==> src/trail_pkg.sv <==
package trail_pkg;

  // ****************************************************************
  // frame layout
  // ****************************************************************
  localparam int unsigned FRAME_BITS  = 1536;
  localparam int unsigned POS_W       = 11;
  localparam int unsigned OH_BITS     = 12;
  localparam int unsigned FAS_LEN     = 10;
  localparam logic [9:0]  FAS_PATTERN = 10'h3d0;
  localparam logic [10:0] FAS_LAST    = 11'h009;
  localparam logic [10:0] RDI_POS     = 11'h00a;
  localparam logic [10:0] USER_POS    = 11'h00b;
  localparam logic [10:0] POS_LAST    = 11'h5ff;

  // ****************************************************************
  // register map (byte addresses)
  // ****************************************************************
  localparam logic [7:0] CTRL_OFS      = 8'h00;
  localparam logic [7:0] DEFECT_OFS    = 8'h04;
  localparam logic [7:0] EVENT_OFS     = 8'h08;
  localparam logic [7:0] MASK_OFS      = 8'h0c;
  localparam logic [7:0] COUNT_OFS     = 8'h10;

  // control fields
  localparam int unsigned CTRL_MODE_BIT  = 0;
  localparam int unsigned CTRL_RDI_EN    = 1;
  localparam int unsigned CTRL_SSF_EN    = 2;
  localparam int unsigned CTRL_PERS_LSB  = 4;
  localparam int unsigned PERS_W         = 4;
  localparam logic [7:0]  CTRL_RESET     = 8'h50;

  // event / mask bits
  localparam int unsigned EV_W        = 4;
  localparam int unsigned EV_BLOCK    = 0;
  localparam int unsigned EV_RDI_CHG  = 1;
  localparam int unsigned EV_SSF_RISE = 2;
  localparam int unsigned EV_SECOND   = 3;
  localparam logic [3:0]  EV_RESET    = 4'h0;
  localparam logic [3:0]  MASK_RESET  = 4'h0;

  // ****************************************************************
  // pin synchroniser slots
  // ****************************************************************
  localparam int unsigned NUM_SYNC  = 8;
  localparam int unsigned SY_SCLK   = 0;
  localparam int unsigned SY_SDATA  = 1;
  localparam int unsigned SY_SFS    = 2;
  localparam int unsigned SY_LCLK   = 3;
  localparam int unsigned SY_LDATA  = 4;
  localparam int unsigned SY_LFS    = 5;
  localparam int unsigned SY_SSF    = 6;
  localparam int unsigned SY_EQ     = 7;

  // co-directional bit stream: clock, data, frame start
  typedef struct packed {
    logic clk;
    logic data;
    logic fs;
  } stream_t;

  // register port request
  typedef struct packed {
    logic [7:0]  addr;
    logic [31:0] wdata;
    logic        wr;
    logic        rd;
  } reg_req_t;

endpackage

==> src/path_trail_termination_34m.sv <==
`timescale 1ns/10ps
// Contract
// - frame is 1536 bits, start marks bit one
// - first 12 bits overhead, rest payload
// - overhead: 10-bit word, defect bit, user bit
// - source overwrites word and defect bit, passes clock, data, start
// - source inserts alignment word 1111010000
// - source defect bit follows request within 800us
// - sink flags block errored on word mismatch
// - sink extracts received remote defect bit
// - trail fail output equals server fail input
// - defect request asserted while server fail
// - report remote defect if monitored and enabled
// - report server fail if monitored and enabled
// - far defect second if remote defect seen
// - count errored blocks, deliver each second
module path_trail_termination_34m #(
  parameter int unsigned EBC_W = 16
) (
  // clock and reset
  input  wire logic               core_clk,
  input  wire logic               sys_rst,
  // source direction: from adaptation, toward line
  input  wire trail_pkg::stream_t src_in,
  output trail_pkg::stream_t      src_out,
  // sink direction: from line, toward adaptation
  input  wire trail_pkg::stream_t line_in,
  input  wire logic               server_fail_in,
  output trail_pkg::stream_t      payload_out,
  output logic                    trail_fail_out,
  output logic                    remote_defect_request,
  // management
  input  wire logic               one_second_tick,
  input  wire logic               equipment_defect,
  output logic                    remote_defect_reported,
  output logic                    server_fail_reported,
  output logic                    near_defect_second,
  output logic                    far_defect_second,
  output logic [EBC_W-1:0]        near_errored_block_count,
  // register port
  input  wire trail_pkg::reg_req_t reg_req,
  output logic [31:0]             reg_rdata,
  output logic                    irq
);
  import trail_pkg::*;

  if (EBC_W < 16 || EBC_W > 32) begin : g_bad_width
    $error("EBC_W must lie between 16 and 32");
  end

  // ****************************************************************
  // pin synchronisers
  // ****************************************************************
  logic [NUM_SYNC-1:0] pin_raw;
  logic [NUM_SYNC-1:0] pin_meta;
  logic [NUM_SYNC-1:0] pin_sync;
  logic [NUM_SYNC-1:0] pin_prev;

  assign pin_raw = {equipment_defect, server_fail_in, line_in.fs, line_in.data,
                    line_in.clk, src_in.fs, src_in.data, src_in.clk};

  genvar gi;
  generate
    for (gi = 0; gi < NUM_SYNC; gi++) begin : g_sync
      always_ff @(posedge core_clk) begin
        if (sys_rst) begin
          pin_meta[gi] <= 1'b0;
          pin_sync[gi] <= 1'b0;
          pin_prev[gi] <= 1'b0;
        end else begin
          pin_meta[gi] <= pin_raw[gi];
          pin_sync[gi] <= pin_meta[gi];
          pin_prev[gi] <= pin_sync[gi];
        end
      end
    end
  endgenerate

  wire src_rise  = pin_sync[SY_SCLK] & ~pin_prev[SY_SCLK];
  wire line_rise = pin_sync[SY_LCLK] & ~pin_prev[SY_LCLK];
  wire ssf       = pin_sync[SY_SSF];
  wire eq_def    = pin_sync[SY_EQ];

  // ****************************************************************
  // registers
  // ****************************************************************
  logic [7:0]       ctrl;
  logic [EV_W-1:0]  ev_status;
  logic [EV_W-1:0]  ev_mask;
  logic [EV_W-1:0]  ev_now;
  logic             rdi_detected;

  wire wr_ctrl  = reg_req.wr && (reg_req.addr == CTRL_OFS);
  wire wr_event = reg_req.wr && (reg_req.addr == EVENT_OFS);
  wire wr_mask  = reg_req.wr && (reg_req.addr == MASK_OFS);

  wire monitor_active = ctrl[CTRL_MODE_BIT];
  wire rdi_report_en  = ctrl[CTRL_RDI_EN];
  wire ssf_report_en  = ctrl[CTRL_SSF_EN];
  wire [PERS_W-1:0] persist_cfg = ctrl[CTRL_PERS_LSB +: PERS_W];
  wire [PERS_W-1:0] persist = (persist_cfg == 4'h0) ? 4'h1 : persist_cfg;

  logic [31:0] rd_mux;
  wire [EV_W-1:0] next_ev_status = (ev_status & ~(wr_event ? reg_req.wdata[EV_W-1:0] :
                                    4'h0)) | ev_now;

  always_comb begin
    rd_mux = 32'h0;
    if (reg_req.addr == CTRL_OFS) begin
      rd_mux = {24'h0, ctrl};
    end else if (reg_req.addr == DEFECT_OFS) begin
      rd_mux = {28'h0, eq_def, ssf, rdi_detected, monitor_active};
    end else if (reg_req.addr == EVENT_OFS) begin
      rd_mux = {28'h0, ev_status};
    end else if (reg_req.addr == MASK_OFS) begin
      rd_mux = {28'h0, ev_mask};
    end else if (reg_req.addr == COUNT_OFS) begin
      rd_mux = 32'(near_errored_block_count);
    end
  end

  always_ff @(posedge core_clk) begin
    if (sys_rst) begin
      ctrl      <= CTRL_RESET;
      ev_status <= EV_RESET;
      ev_mask   <= MASK_RESET;
      reg_rdata <= 32'h0;
      irq       <= 1'b0;
    end else begin
      if (wr_ctrl) begin
        ctrl <= reg_req.wdata[7:0];
      end
      if (wr_mask) begin
        ev_mask <= reg_req.wdata[EV_W-1:0];
      end
      ev_status <= next_ev_status;
      reg_rdata <= reg_req.rd ? rd_mux : 32'h0;
      irq       <= |(next_ev_status & ev_mask);
    end
  end

  // ****************************************************************
  // source: overhead insertion
  // ****************************************************************
  logic [POS_W-1:0] src_pos;
  wire  [POS_W-1:0] next_src_pos = pin_sync[SY_SFS] ? 11'h000 :
                                   (src_pos == POS_LAST) ? 11'h000 : src_pos + 11'h001;
  wire  [3:0] src_fas_idx = 4'(FAS_LEN - 1) - next_src_pos[3:0];
  logic src_bit;

  always_comb begin
    src_bit = pin_sync[SY_SDATA];
    if (next_src_pos <= FAS_LAST) begin
      src_bit = FAS_PATTERN[src_fas_idx];
    end else if (next_src_pos == RDI_POS) begin
      src_bit = remote_defect_request;
    end
  end

  // the user bit at USER_POS passes through untouched
  always_ff @(posedge core_clk) begin
    if (sys_rst) begin
      src_pos <= POS_LAST;
      src_out <= '0;
    end else begin
      src_out.clk <= pin_prev[SY_SCLK];
      if (src_rise) begin
        src_pos      <= next_src_pos;
        src_out.data <= src_bit;
        src_out.fs   <= pin_sync[SY_SFS];
      end
    end
  end

  // ****************************************************************
  // sink: alignment check and defect bit extraction
  // ****************************************************************
  logic [POS_W-1:0] line_pos;
  logic             line_framed;
  logic             fas_mismatch;
  logic             block_pulse;
  logic             block_bad;
  logic             rdi_pulse;
  logic             rdi_rx;
  logic [PERS_W-1:0] rdi_run;

  wire [POS_W-1:0] next_line_pos = pin_sync[SY_LFS] ? 11'h000 :
                                   (line_pos == POS_LAST) ? 11'h000 : line_pos + 11'h001;
  wire [3:0] line_fas_idx = 4'(FAS_LEN - 1) - next_line_pos[3:0];
  wire line_bit = pin_sync[SY_LDATA];
  wire fas_bit_bad = (next_line_pos <= FAS_LAST) &&
                     (line_bit != FAS_PATTERN[line_fas_idx]);
  wire frame_err = ((next_line_pos == 11'h000) ? 1'b0 : fas_mismatch) | fas_bit_bad;
  wire line_framing = line_framed | pin_sync[SY_LFS];

  always_ff @(posedge core_clk) begin
    if (sys_rst) begin
      line_pos     <= POS_LAST;
      line_framed  <= 1'b0;
      fas_mismatch <= 1'b0;
      block_pulse  <= 1'b0;
      block_bad    <= 1'b0;
      rdi_pulse    <= 1'b0;
      rdi_rx       <= 1'b0;
      payload_out  <= '0;
    end else begin
      payload_out.clk <= pin_prev[SY_LCLK];
      block_pulse     <= 1'b0;
      rdi_pulse       <= 1'b0;
      if (line_rise) begin
        line_pos         <= next_line_pos;
        line_framed      <= line_framing;
        fas_mismatch     <= frame_err;
        payload_out.data <= line_bit;
        payload_out.fs   <= pin_sync[SY_LFS];
        if (line_framing && next_line_pos == FAS_LAST) begin
          block_pulse <= 1'b1;
          block_bad   <= frame_err;
        end
        if (line_framing && next_line_pos == RDI_POS) begin
          rdi_pulse <= 1'b1;
          rdi_rx    <= line_bit;
        end
      end
    end
  end

  // persistence filter on the received defect bit
  wire [PERS_W-1:0] rdi_run_inc = rdi_run + 4'h1;

  always_ff @(posedge core_clk) begin
    if (sys_rst) begin
      rdi_run      <= 4'h0;
      rdi_detected <= 1'b0;
    end else if (rdi_pulse) begin
      if (rdi_rx == rdi_detected) begin
        rdi_run <= 4'h0;
      end else if (rdi_run_inc >= persist) begin
        rdi_run      <= 4'h0;
        rdi_detected <= rdi_rx;
      end else begin
        rdi_run <= rdi_run_inc;
      end
    end
  end

  // ****************************************************************
  // consequent actions and correlations
  // ****************************************************************
  logic ssf_prev;
  logic rdi_prev;

  always_ff @(posedge core_clk) begin
    if (sys_rst) begin
      trail_fail_out         <= 1'b0;
      remote_defect_request  <= 1'b0;
      remote_defect_reported <= 1'b0;
      server_fail_reported   <= 1'b0;
      ssf_prev               <= 1'b0;
      rdi_prev               <= 1'b0;
    end else begin
      trail_fail_out         <= ssf;
      remote_defect_request  <= ssf;
      remote_defect_reported <= rdi_detected & monitor_active & rdi_report_en;
      server_fail_reported   <= ssf & monitor_active & ssf_report_en;
      ssf_prev               <= ssf;
      rdi_prev               <= rdi_detected;
    end
  end

  // ****************************************************************
  // one-second performance primitives
  // ****************************************************************
  logic             far_seen;
  logic             near_seen;
  logic [EBC_W-1:0] ebc_acc;

  wire             block_inc = block_pulse & block_bad;
  wire             ebc_full  = &ebc_acc;
  wire [EBC_W-1:0] ebc_sum   = ebc_acc + ((block_inc && !ebc_full) ? EBC_W'(1) : EBC_W'(0));
  wire             near_now  = ssf | eq_def;

  always_ff @(posedge core_clk) begin
    if (sys_rst) begin
      far_seen                 <= 1'b0;
      near_seen                <= 1'b0;
      ebc_acc                  <= '0;
      far_defect_second        <= 1'b0;
      near_defect_second       <= 1'b0;
      near_errored_block_count <= '0;
    end else if (one_second_tick) begin
      far_defect_second        <= far_seen | rdi_detected;
      near_defect_second       <= near_seen | near_now;
      near_errored_block_count <= ebc_sum;
      far_seen                 <= rdi_detected;
      near_seen                <= near_now;
      ebc_acc                  <= '0;
    end else begin
      far_seen  <= far_seen | rdi_detected;
      near_seen <= near_seen | near_now;
      ebc_acc   <= ebc_sum;
    end
  end

  // note: a block that errs in the tick cycle is counted in the closing interval
  assign ev_now[EV_BLOCK]    = block_inc;
  assign ev_now[EV_RDI_CHG]  = rdi_detected ^ rdi_prev;
  assign ev_now[EV_SSF_RISE] = ssf & ~ssf_prev;
  assign ev_now[EV_SECOND]   = one_second_tick;

endmodule

==> config.mk <==
export PLATFORM = sky130hd
export DESIGN_NAME = path_trail_termination_34m
export DESIGN_NICKNAME = d
export VERILOG_FILES = /design/src/trail_pkg.sv /design/src/path_trail_termination_34m.sv
export SDC_FILE = /design/constraint.sdc
export NUM_CORES = 1
export LEC_CHECK = 0
export ABC_AREA = 1
export ABC_CLOCK_PERIOD_IN_PS = 2000
export BUFFER_PORTS_ARGS = -buffer_cell sky130_fd_sc_hd__buf_2
export CAP_MARGIN = 10
export CORE_ASPECT_RATIO = 0.6
export CORE_MARGIN = 3
export CORE_UTILIZATION = 50
export CTS_BUF_LIST = sky130_fd_sc_hd__clkbuf_16
export DETAILED_ROUTE_END_ITERATION = 8
export GPL_TIMING_DRIVEN = 0
export PLACE_DENSITY = 0.82
export SLEW_MARGIN = 25
export SYNTH_ARGS = -nofsm -noshare
export SYNTH_HDL_FRONTEND = slang
export SYNTH_SLANG_ARGS = --single-unit
export TNS_END_PERCENT = 1
==> constraint.sdc <==
create_clock -name core_clk -period 2 [get_ports core_clk]
set_input_delay 0.3 -clock core_clk [delete_from_list [all_inputs] [get_ports core_clk]]
set_output_delay 0.3 -clock core_clk [all_outputs]
set_load 0.05 [all_outputs]
# Yosys cells after proc, flatten, opt, wreduce, memory -nomap -nowiden
# Memories as Yosys holds them, arrays and structs flattened.
# Index checks and enable logic that the tools add are counted.
# classes
add_sub_neg	6
magnitude_cmp	5
eq_ne	11
n_mux	23
n_bitwise	25
reduce_logical	21
# ops
cell	n
$mux 11	4
$mux 8	5
$eq 11x4->1 const B	3
$add 11x1->11 const B	2
$eq 11x11->1 const B	2
$le 11x4->1 const B	2
$add 16x1->16	1
$eq 8x4->1 const B	2
$mux 4	4
$reduce_and 16->1	1
$logic_not 11->1	1
$lt 4x5->1 const B	2
$mux 1	10
$and 1x1->1	8
$and 4x4->4	2
$eq 8x3->1 const B	1
$eq 8x5->1 const B	1
$logic_not 8->1	1
$sub 4x4->4 const A	2
$logic_and 1x1->1	7
$not 1->1	7
$reduce_or 7->1	1
$reduce_or 2->1	3
$reduce_or 6->1	1
other kinds (13)	18
# totals
register_bits	146
rom_bits	32
inputBits	53
output_inout_bits	61
elab_cells	144
n_memories	2
# memory_table
memory	words	width	read_ports	rd_ports_with_merged_regs	wr	line_no	source
(name not given)	16	1	1	0	0	path_trail_termination_34m.sv:192	(line_bit != FAS_PATTERN[line_fas_idx]);
(name not given)	16	1	1	0	0	path_trail_termination_34m.sv:154	src_bit = FAS_PATTERN[src_fas_idx];

# Logic depth before layout (Yosys ltp)
# Gate-level depths: netlist (run 1).
# depth
ltp_word	9
depth_mapped	18
ltp_nobuf	18

# Least setup slack after synthesis (run 1)
# Ideal clock, no wire load.
# synth_path
path_type	flip-flop to flip-flop
start	reg ebc_acc[9]
end	reg near_errored_block_count[14]
setup_time_ns	0.137
t_arrival_ns	1.931
required_ns	1.863
slack_ns	-0.068
path_stages_with_launch	17
n_path_buf	0
period_less_slack_ns	2.068
path_cell_list	dfxtp_1 inv_1 nor3_1 nand4_1 nor4_1 nor2_1 ha_1 ha_1 inv_1 nor2_1 nand2_1 inv_1 nand2_1 nor3_1 xor2_1 inv_1 o22ai_1
# synth_between
elab_chain_len	5
# synth_lines
item	line_no	source
from (decl)	path_trail_termination_34m.sv:276	logic [EBC_W-1:0] ebc_acc;
from (signal assigned)	path_trail_termination_34m.sv:301	ebc_acc <= ebc_sum;
$reduce_and 16->1	path_trail_termination_34m.sv:279	wire ebc_full = &ebc_acc;
$logic_not 1->1	path_trail_termination_34m.sv:280	wire [EBC_W-1:0] ebc_sum = ebc_acc + ((block_inc && !ebc_full) ? EBC_W'(1) : EBC_W'(0));
$logic_and 1x1->1	path_trail_termination_34m.sv:280	
$mux 1	path_trail_termination_34m.sv:280	
$add 16x1->16 *	path_trail_termination_34m.sv:280	
to (signal assigned)	path_trail_termination_34m.sv:294	near_errored_block_count <= ebc_sum;
to (decl)	path_trail_termination_34m.sv:39	output logic [EBC_W-1:0] near_errored_block_count,
# Every way passes the cells marked *; elsewhere a longest branch is shown, timed or not.
# A chain may end at the register's enable or synchronous reset.

# Worst setup path in the final report (run 1)
# layout_path
start	reg ebc_acc[9]
end	reg near_errored_block_count[12]
# Same word-level chain as after synthesis.

==> results of run 1 <==
## how the worst min path moves through the flow
stage	end	depth (start not counted)	slack (ns)
after floorplan	eq_def	2	0.39
after global placement	pin_sync[3]	2	0.39
after detailed placement	ssf	2	0.40
after CTS	pin_meta[1]	3	0.08
after global routing	pin_meta[7]	3	0.09
final	pin_meta[1]	3	0.08
## kinds of logic after synthesis
group                    Yosys count  share of synthesized area [%]
AO/OA/AOI/OAI                    133                           13.1
XOR/XNOR                          19                           2.87
adder cells (fa/ha/maj)           11                           2.38
buffers and inverters            162                           11.6
flip-flops                       130                           44.9
other                              1                         0.0648
AND/OR/NAND/NOR                  320                           25.0
## tightest hold or removal path, stage by stage
cell and delay (ns):
buf_2 0.07, inv_1 0.03, nor2_1 0.06
## layout make-up
class / count / area [sq um]
buffer: 36 / 200
clock buffer: 17 / 425
clock inverter: 15 / 103
fill: 860 / 3710
inverter: 126 / 475
multi-input combinational: 499 / 2750
sequential: 130 / 2620
tap: 155 / 194
timing repair buffer: 83 / 440
## sequential cells by signal, summed over array words and instances, names as in the netlist, 2 cells and up
name and flops:
ctrl 8, ebc_acc 16, ev_mask 4, ev_status 4, line_pos 11, near_errored_block_count 16, payload_out 3, pin_meta 8
pin_prev 2, pin_sync 5, rdi_run 4, reg_rdata 16, src_out 3, src_pos 11
## what timing repair did
action                                  CTS  global route
buffers inserted                          6             4
pin swaps                                14            14
gates resized for setup                  34            24
endpoints found under the setup margin   29            39
## cell usage after synthesis, types with 13 or more instances
master / count
nand4_1: 17
a21oi_1: 45
nor2_1: 109
nand2_1: 116
dfxtp_1: 130
xor2_1: 14
o22ai_1: 21
o21ai_0: 34
inv_1: 118
clkbuf_1: 13
buf_4: 17
nand3_1: 39
## power groups by stage
stage | sequential, uW | clock [uW] | combinational, uW
2_1_floorplan | 2750 | 0 | 572
3_3_place_gp | 2740 | 0 | 745
3_5_place_dp | 2740 | 0 | 758
4_1_cts | 2690 | 2780 | 790
5_1_grt | 2700 | 2930 | 907
6_report | 2690 | 2800 | 828
## metal layers
layer  up-vias  wire [um]  GRT usage [%]
met1      2573       7760           35.6
li1       2716          -              -
met3        38       1610           7.14
met2       323       6790           34.7
met5         -          0              0
met4         0        257           7.93
## stage by stage
stage	utilization (%)	worst slack (ns)	power [uW]
after global routing	66.0	-0.483	6530
after CTS	65.0	-0.330	6260
after global placement	58.7	-0.334	3490
after floorplan	-	-0.0304	3330
final	66.0	-0.320	6320
after detailed placement	58.7	-0.355	3500
==> metrics.yaml, run 1 <==
outcome: "complete, but fails checks"
violations: "setup timing"
critPathMaxFanout: 3
skew_ns: 0.00808
antenna_found_initial: 0
clkPwrFrac_pct: 44.3
synth_top_area_share_pct: 44.9
hold_path.class: "input pin to flop"
ant_nets: 0
wl_per_cell_um: 15.5
stdcell_count: 1061
whs_ns: 0.0823
h-tree-depth: 4
rrSetupSlack_ns: -0.32
fp.dieW_um: 145
drc: 0
grt_max_degree: 17
grtUsageTotal_pct: 24.4
power.switching_uw: 1750
seq_area_frac_synth_pct: 44.9
fin_crit_sh_pct: 116
cp_slowest_stage_delay_ns: 0.38
cts.sinks: 130
layout_common_cells: "dfxtp_1 (119), inv_1 (115), nand2_1 (109), nor2_1 (107), buf_2 (74)"
areaGrowthSynthToFinish_pct: 24.5
cp_slowest_cell: "dfxtp_4"
seqPwrFrac_pct: 42.6
worstSetupStartpoint: "ebc_acc[9]"
arrival_ns: 2.58
fp.dieArea_sq_um: 13000
yosysTopAreaCell: "dfxtp_1"
reg2regPathDepth: 16
cts_made_buffers: 17
maxCapViolCount: 0
placement.io_buffers: 73
cts-hold-fix-buffers: 0
rsz0062_at_grt: "yes"
rows: 29
syn_inst: 776
synthDistinctLibCells: 44
hpwlAfterDp_mm: 11.0
nets: 957
fin_setup_tns_ns: -4.15
clock_latency_ns: 0.42
worstPathRequired_ns: 2.26
clock_path_buffers: 2
root_buffer: "clkbuf_16"
grt_pass1_wl_mm: 25.1
vias: 5650
startpoint_type: "flop"
endpoint: "near_errored_block_count[12]"
period_minus_slack_ns: 2.32
setup_ws_ns: -0.320
grt_overflow: 0
ys_warn_count: 0
grt_pass1_vias: 5058
ys_async_sr_fraction_pct: 0
syn-cell-area_sq_um: 5790
p_sw_share_pct: 27.7
path_buf_inv: 4
antennaDiodeCount: 0
finalHoldViolations: 0
setup_viol: 24
ir_drop_mv: 0.745
fp.dieH_um: 89.4
fp.coreArea_sq_um: 10900
cts_tree: "done"
synth_area_leaders: "dfxtp_1 (45%), inv_1 (7.6%), nand2_1 (7.5%), nor2_1 (7.1%), a21oi_1 (3.9%)"
reg2reg_to: "near_errored_block_count[12]"
ys.flop_type: "dfxtp_1"
start_util_pct: 53.0
hp-start: "src_in[1]"
clkTransAtPathRegs_ns: 0.06
synth_edf_count: 0
cp.depth: 16
fmax_mhz: 431
dr.pass1.iters: 6
critPathCaptureType: "flop"
wirelength_mm: 16.4
slew_violations: 0
ios: 114
relSlewSlack_pct: 51.0
drt-initial-drc-count: 651
worst_slew_pin_slew_ns: 0.728
design_area_sq_um: 7210
synth-seq-cells: 130
vias_per_cell: 5.33
cp_cell_sequence: "inv_4 > nor3_4 > nand4_1 > nor4_2 > nor2_1 > ha_2 > ha_2 > inv_1 > nor2_2 > nand2_2 > inv_2 > nand2_4 > nor2_1 > xor2_1 > inv_1 > o22ai_2"
r2r-start: "ebc_acc[9]"
place.gp.congestion: 0.942
p_per_area_nw_per_um2: 876
comb_power_share_pct: 13.1
crit_family: "simple AND/OR/NAND/NOR gates"
placed_area_sq_um: 6410
power.leakage_uw: 0.00346
placedCellCount: 1019
criticalPathCategory: "flop to flop"
drive_gt1_share_pct: 22.6
final_common_cell: "dfxtp_1"
internal_power_uw: 4570
syn_area_per_cell_sq_um: 7.46
No activity file was read; power rests on OpenSTA's default activity.
==> inputs of run 2 (changes only) <==
- CELL_PAD_IN_SITES_DETAIL_PLACEMENT: default -> 1
- CELL_PAD_IN_SITES_GLOBAL_PLACEMENT: default -> 2
- CORE_ASPECT_RATIO: 0.6 -> 1.4
- CORE_UTILIZATION: 50 -> 28
- GPL_TIMING_DRIVEN: 0 -> default
==> run 2 against run 1 <==
The flow still finishes with violations (setup timing). Core utilization shrank 28 points. Sequential power is essentially flat. Critical path type unchanged. Largest cell class unchanged. Flip-flop and latch count is the same. Sequential share of layout area shrank 2.1 points. Clock skew grew 0.0015 ns. Via count shrank 3.9%. Routed wire length shrank 0.60%.
==> metrics.yaml, run 2 (same netlist as run 1, synthesis figures left out) <==
fp.coreArea_sq_um: 20100  # was 10900 sq um
root_buffer: "clkbuf_16"  # unchanged
ios: 114  # unchanged
finalHoldViolations: 0  # unchanged
cp_slowest_stage_delay_ns: 0.34  # was 0.38 ns
vias: 5428  # was 5650
grt_max_degree: 66  # was 17
fmax_mhz: 447  # was 431 MHz
cts_made_buffers: 17  # unchanged
startpoint_type: "flop"  # unchanged
fp.dieArea_sq_um: 22500  # was 13000 sq um
antenna_found_initial: 0  # unchanged
grt_overflow: 0  # unchanged
worstPathRequired_ns: 2.29  # was 2.26 ns
hpwlAfterDp_mm: 12.0  # was 11.0 mm
antennaDiodeCount: 0  # unchanged
clock_latency_ns: 0.43  # was 0.42 ns
vias_per_cell: 4.58  # was 5.33
rows: 61  # was 29
layout_common_cells: "dfxtp_1 (123), inv_1 (115), nand2_1 (110), nor2_1 (104), buf_4 (74)"  # was dfxtp_1 (119), inv_1 (115), nand2_1 (109), nor2_1 (107), buf_2 (74)
critPathMaxFanout: 3  # unchanged
place.gp.congestion: 0.785  # was 0.942
fp.dieW_um: 128  # was 145 um
rsz0062_at_grt: "yes"  # unchanged
reg.largest.list: "ebc_acc: 16 flops, near_errored_block_count: 16 flops, reg_rdata: 16 flops"  # unchanged
ant_nets: 0  # unchanged
arrival_ns: 2.53  # was 2.58 ns
grtUsageTotal_pct: 15.1  # was 24.4%
p_per_area_nw_per_um2: 870  # was 876 nW/um^2
ir_drop_mv: 0.568  # was 0.745 mV
drt-initial-drc-count: 182  # was 651
fp.dieH_um: 176  # was 89.4 um
dr.pass1.iters: 4  # was 6
areaGrowthSynthToFinish_pct: 31.5  # was 24.5%
placed_area_sq_um: 6870  # was 6410 sq um
criticalPathCategory: "flop to flop"  # unchanged
worst_slew_pin_slew_ns: 0.738  # was 0.728 ns
grt_pass1_wl_mm: 27.3  # was 25.1 mm
hold_path.class: "input pin to flop"  # unchanged
violations: "setup timing"  # unchanged
cts.sinks: 130  # unchanged
post-place-ws_ns: -0.235  # was -0.355 ns
fin_crit_sh_pct: 112  # was 116%
clkTransAtPathRegs_ns: 0.07  # was 0.06 ns
skew_ns: 0.00960  # was 0.00808 ns
cts_tree: "done"  # unchanged
cp_cell_sequence: "inv_2 > nor3_2 > nand4_1 > nor4_2 > nor2_1 > ha_2 > ha_4 > inv_2 > nor2_2 > nand2_1 > inv_2 > nand2_4 > nor2_1 > xor2_1 > inv_1 > o22ai_1"  # was inv_4 > nor3_4 > nand4_1 > nor4_2 > nor2_1 > ha_2 > ha_2 > inv_1 > nor2_2 > nand2_2 > inv_2 > nand2_4 > nor2_1 > xor2_1 > inv_1 > o22ai_2
power.leakage_uw: 0.00359  # was 0.00346 uW
slew_violations: 0  # unchanged
period_minus_slack_ns: 2.24  # was 2.32 ns
h-tree-depth: 4  # unchanged
r2r-start: "ebc_acc[6]"  # was ebc_acc[9]
start_util_pct: 28.8  # was 53.0%
p_total_uw: 6620  # was 6320 uW
grt_pass1_vias: 5719  # was 5058
critPathCaptureType: "flop"  # unchanged
drc: 0  # unchanged
cts-hold-fix-buffers: 0  # unchanged
drive_gt1_share_pct: 26.8  # was 22.6%
outcome: "complete, but fails checks"  # unchanged
design_area_sq_um: 7610  # was 7210 sq um
cp_slowest_cell: "dfxtp_2"  # was dfxtp_4
placement.io_buffers: 73  # unchanged
whs_ns: 0.0758  # was 0.0823 ns
nets: 985  # was 957
setup_ws_ns: -0.236  # was -0.320 ns
final_common_cell: "dfxtp_1"  # unchanged
worstSetupStartpoint: "ebc_acc[6]"  # was ebc_acc[9]
clock_path_buffers: 2  # unchanged
wl_per_cell_um: 13.8  # was 15.5 um
wirelength_mm: 16.3  # was 16.4 mm
hp-start: "equipment_defect"  # was src_in[1]
worst_path_most_repeated_cell: "inv_2"
setup_viol: 21  # was 24
maxCapViolCount: 0  # unchanged
relSlewSlack_pct: 50.8  # was 51.0%
[run 2: cell count changes in the layout (fill, tap and decap cells not counted), sizes merged]
cell | previous run | this run
clkbuf | 30 | 17
clkinv | 10 | 7
inv | 126 | 132
bufinv | 1 | 0
buf | 106 | 147
clkinvlp | 4 | 2
[run 2: per-layer routing]
metal	wire length (um)	vias to the layer above	track usage (%)	part of all wire, %
li1	-	2764	-	-
met1	6760	2550	17.0	41
met2	8670	87	27.9	53
met3	527	27	2.72	3.2
met4	367	0	5.72	2.2
met5	0	-	0	0
[run 2: layout make-up]
type	instances	area, sq um
sequential	130	2610
fill	2498	12500
multi-input combinational	499	2700
clock buffer	17	425
inverter	126	473
tap	252	315
timing repair buffer	147	921
clock inverter	15	164
[run 2: timing repair]
action                     CTS  global route
gates resized for setup     24            15
buffers inserted             3             0
pin swaps                   12             3
setup endpoints to repair   21            39
[run 2: path summary, 6_finish.rpt]
path                                  end  slack, ns  depth (start not counted)
min                           pin_meta[7]       0.08                          3
max reg2reg  near_errored_block_count[12]      -0.24                         16
min reg2reg                   pin_sync[5]       0.40                          2
max          near_errored_block_count[12]      -0.24                         16
[run 2: where the power goes]
part	total [uW]	switching (uW)	internal (uW)
clock network	3050	1380	1670
logic	896	565	331
registers	2680	37.0	2640
total	6620	1980	4640
[run 2: worst max-delay path, delay by kind of cell, from the launching register on]
family	cells	cell delay [ns]
AO/OA/AOI/OAI	1	0.06
flip-flops	1	0.34
adder cells (fa/ha/maj)	2	0.38
XOR/XNOR	1	0.14
buffers and inverters	4	0.23
AND/OR/NAND/NOR	8	0.96
[run 2: stage by stage]
step / setup TNS [ns] / std cells / util (%)
2_1_floorplan: -0.0511 / 791 / -
3_3_place_gp: -0.989 / 1151 / 34.2
3_5_place_dp: -1.80 / 1151 / 34.2
4_1_cts: -2.87 / 1186 / 37.7
5_1_grt: -8.97 / 1186 / 37.9
6_report: -2.83 / 1186 / 37.9
==> inputs of run 3 (changes only) <==
- ABC_CLOCK_PERIOD_IN_PS: 2000 -> 2100
- CORE_ASPECT_RATIO: 1.4 -> default
- CORE_UTILIZATION: 28 -> 31
- GPL_TIMING_DRIVEN: default -> 0
- PLACE_DENSITY: 0.82 -> 0.85
- clock period: 2 -> 2.1 ns (I/O delays scaled with it)
==> run 3 against run 2 <==
The run still ends with setup timing left. First-iteration DRC count up 21%. Combinational power down 13%. Core utilization up 3.9 points. Routed wire length up 3.4%. Via count about the same. Flip-flop and latch count unchanged. Global-route usage up 1.7 points. Setup slack better by 0.069 ns. Critical path type unchanged. Largest cell class unchanged.
==> metrics.yaml, run 3 (same netlist as run 1, synthesis figures left out) <==
cp_slowest_cell: "dfxtp_2"  # unchanged
drive_gt1_share_pct: 25.0  # was 26.8%
startpoint_type: "flop"  # unchanged
hpwlAfterDp_mm: 12.1  # was 12.0 mm
seq_area_sq_um: 2630  # was 2610 sq um
path_buf_inv: 12  # was 4
layout_common_cells: "dfxtp_1 (119), inv_1 (113), nand2_1 (109), nor2_1 (104), buf_2 (74)"  # was dfxtp_1 (123), inv_1 (115), nand2_1 (110), nor2_1 (104), buf_4 (74)
dr.pass1.iters: 4  # unchanged
criticalPathCategory: "flop to flop"  # unchanged
fp.coreArea_sq_um: 18100  # was 20100 sq um
cp_slowest_stage_delay_ns: 0.34  # about the same
cts_made_buffers: 17  # unchanged
fmax_mhz: 441  # was 447 MHz
hold_path.class: "input pin to flop"  # unchanged
skew_ns: 0.00628  # was 0.00960 ns
root_buffer: "clkbuf_16"  # unchanged
cp_cell_sequence: "inv_2 > nor3_4 > buf_4 > buf_4 > buf_4 > buf_4 > buf_4 > buf_4 > buf_4 > buf_4 > buf_4 > buf_4 > nand2_4 > nor3_2 > xor2_1 > inv_1 > o22ai_1"  # was inv_2 > nor3_2 > nand4_1 > nor4_2 > nor2_1 > ha_2 > ha_4 > inv_2 > nor2_2 > nand2_1 > inv_2 > nand2_4 > nor2_1 > xor2_1 > inv_1 > o22ai_1
vias_per_cell: 4.71  # was 4.58
clock_latency_ns: 0.42  # was 0.43 ns
grt_busiest_layer: "met2"  # unchanged
crit_family: "buffers and inverters"  # was simple AND/OR/NAND/NOR gates
whs_ns: 0.0973  # was 0.0758 ns
outcome: "complete, but fails checks"  # unchanged
grt_overflow: 0  # unchanged
vias: 5424  # was 5428
grt_max_degree: 17  # was 66
critPathMaxFanout: 3  # unchanged
areaGrowthSynthToFinish_pct: 31.2  # was 31.5%
grt_use_met1_pct: 22.9  # was 17.0%
wl_per_cell_um: 14.7  # was 13.8 um
multi_input_area_sq_um: 2770  # was 2700 sq um
cts_tree: "done"  # unchanged
arrival_ns: 2.54  # was 2.53 ns
relSlewSlack_pct: 54.4  # was 50.8%
grt_pass1_vias: 5352  # was 5719
start_util_pct: 31.9  # was 28.8%
grt_pass1_wl_mm: 27.1  # was 27.3 mm
cts-hold-fix-buffers: 0  # unchanged
fp.dieH_um: 143  # was 176 um
comb_power_share_pct: 11.8  # was 13.5%
fin_setup_tns_ns: -1.24  # was -2.83 ns
critPathCaptureType: "flop"  # unchanged
setup_ws_ns: -0.167  # was -0.236 ns
nets: 974  # was 985
place.gp.congestion: 0.822  # was 0.785
internal_power_uw: 4890  # was 4640 uW
maxCapViolCount: 0  # unchanged
h-tree-depth: 4  # unchanged
worst_slew_pin_slew_ns: 0.678  # was 0.738 ns
clock_path_buffers: 2  # unchanged
p_sw_share_pct: 26.2  # was 29.9%
fp.dieW_um: 143  # was 128 um
ir_drop_mv: 0.596  # was 0.568 mV
design_area_sq_um: 7590  # was 7610 sq um
seqPwrFrac_pct: 38.7  # was 40.4%
cts.sinks: 130  # unchanged
violations: "setup timing"  # unchanged
clkTransAtPathRegs_ns: 0.06  # was 0.07 ns
post-place-ws_ns: -0.324  # was -0.235 ns
final_common_cell: "dfxtp_1"  # unchanged
fin_crit_sh_pct: 108  # was 112%
fillers: 2243  # was 2498
wirelength_mm: 16.9  # was 16.3 mm
period_minus_slack_ns: 2.27  # was 2.24 ns
placed_area_sq_um: 6500  # was 6870 sq um
slew_violations: 0  # unchanged
clkPwrFrac_pct: 49.5  # was 46.0%
power.leakage_uw: 0.00360  # was 0.00359 uW
power.switching_uw: 1730  # was 1980 uW
grtUsageTotal_pct: 16.8  # was 15.1%
antennaDiodeCount: 0  # unchanged
fp.dieArea_sq_um: 20400  # was 22500 sq um
worst_path_most_repeated_cell: "buf_4"  # was inv_2
ant_nets: 0  # unchanged
p_per_area_nw_per_um2: 872  # was 870 nW/um^2
post-route-util_pct: 41.9  # was 37.9%
rsz0062_at_grt: "yes"  # unchanged
placement.io_buffers: 73  # unchanged
drc: 0  # unchanged
finalHoldViolations: 0  # unchanged
use_met2_pct: 26.2  # was 27.9%
worstPathRequired_ns: 2.38  # was 2.29 ns
use_met3_pct: 3.55  # was 2.72%
setup_viol: 15  # was 21
ios: 114  # unchanged
reg.largest.list: "ebc_acc: 16 flops, near_errored_block_count: 16 flops, reg_rdata: 16 flops"  # unchanged
drt-initial-drc-count: 220  # was 182
antenna_found_initial: 0  # unchanged
rows: 49  # was 61
run 3: cell type report:
cell class	count	area share (%)
Clock inverter	15	3.01
Multi-Input combinational cell	499	36.5
Clock buffer	17	5.60
Sequential cell	130	34.6
Inverter	126	6.36
Buffer	36	2.64
Timing Repair Buffer	100	7.53
Tap cell	229	3.77
run 3: stage by stage:
stage / power, uW / instances
floorplan: 3170 / 791
detailed placement: 3360 / 1093
finish: 6620 / 1152
CTS: 6670 / 1143
global route: 6920 / 1152
global placement: 3350 / 1093
run 3: path summary, 6_finish.rpt:
kind	start	end	slack [ns]	cells past startpoint
setup / recovery	ebc_acc[9]	near_errored_block_count[14]	-0.17	17
hold reg to reg	pin_meta[0]	pin_sync[0]	0.40	2
setup reg to reg	ebc_acc[9]	near_errored_block_count[14]	-0.17	17
hold / removal	line_in[0]	pin_meta[5]	0.1	3
run 3: repair_timing:
item	4_1_cts	5_1_grt
setup buffers	18	9
endpoints found under the setup margin	21	32
pin swaps	16	16
gates resized for setup	40	28
run 3: power by group through the flow:
stage / Combinational (uW) / Clock, uW / Sequential [uW]
detailed placement: 742 / 0 / 2620
CTS: 764 / 3340 / 2560
global route: 892 / 3460 / 2560
floorplan: 545 / 0 / 2620
finish: 782 / 3280 / 2560
global placement: 735 / 0 / 2610
run 3: worst reg2reg max path, delay by kind of cell (launching register included):
family / cells / cell delay, ns
XOR/XNOR: 1 / 0.14
AO/OA/AOI/OAI: 1 / 0.06
buffers and inverters: 12 / 1.41
flip-flops: 1 / 0.34
AND/OR/NAND/NOR: 3 / 0.18
run 3: per-layer routing:
layer	vias up	wire (um)
li1	2749	-
met2	112	7800
met4	0	323
met5	-	0
met3	21	775
met1	2542	7980
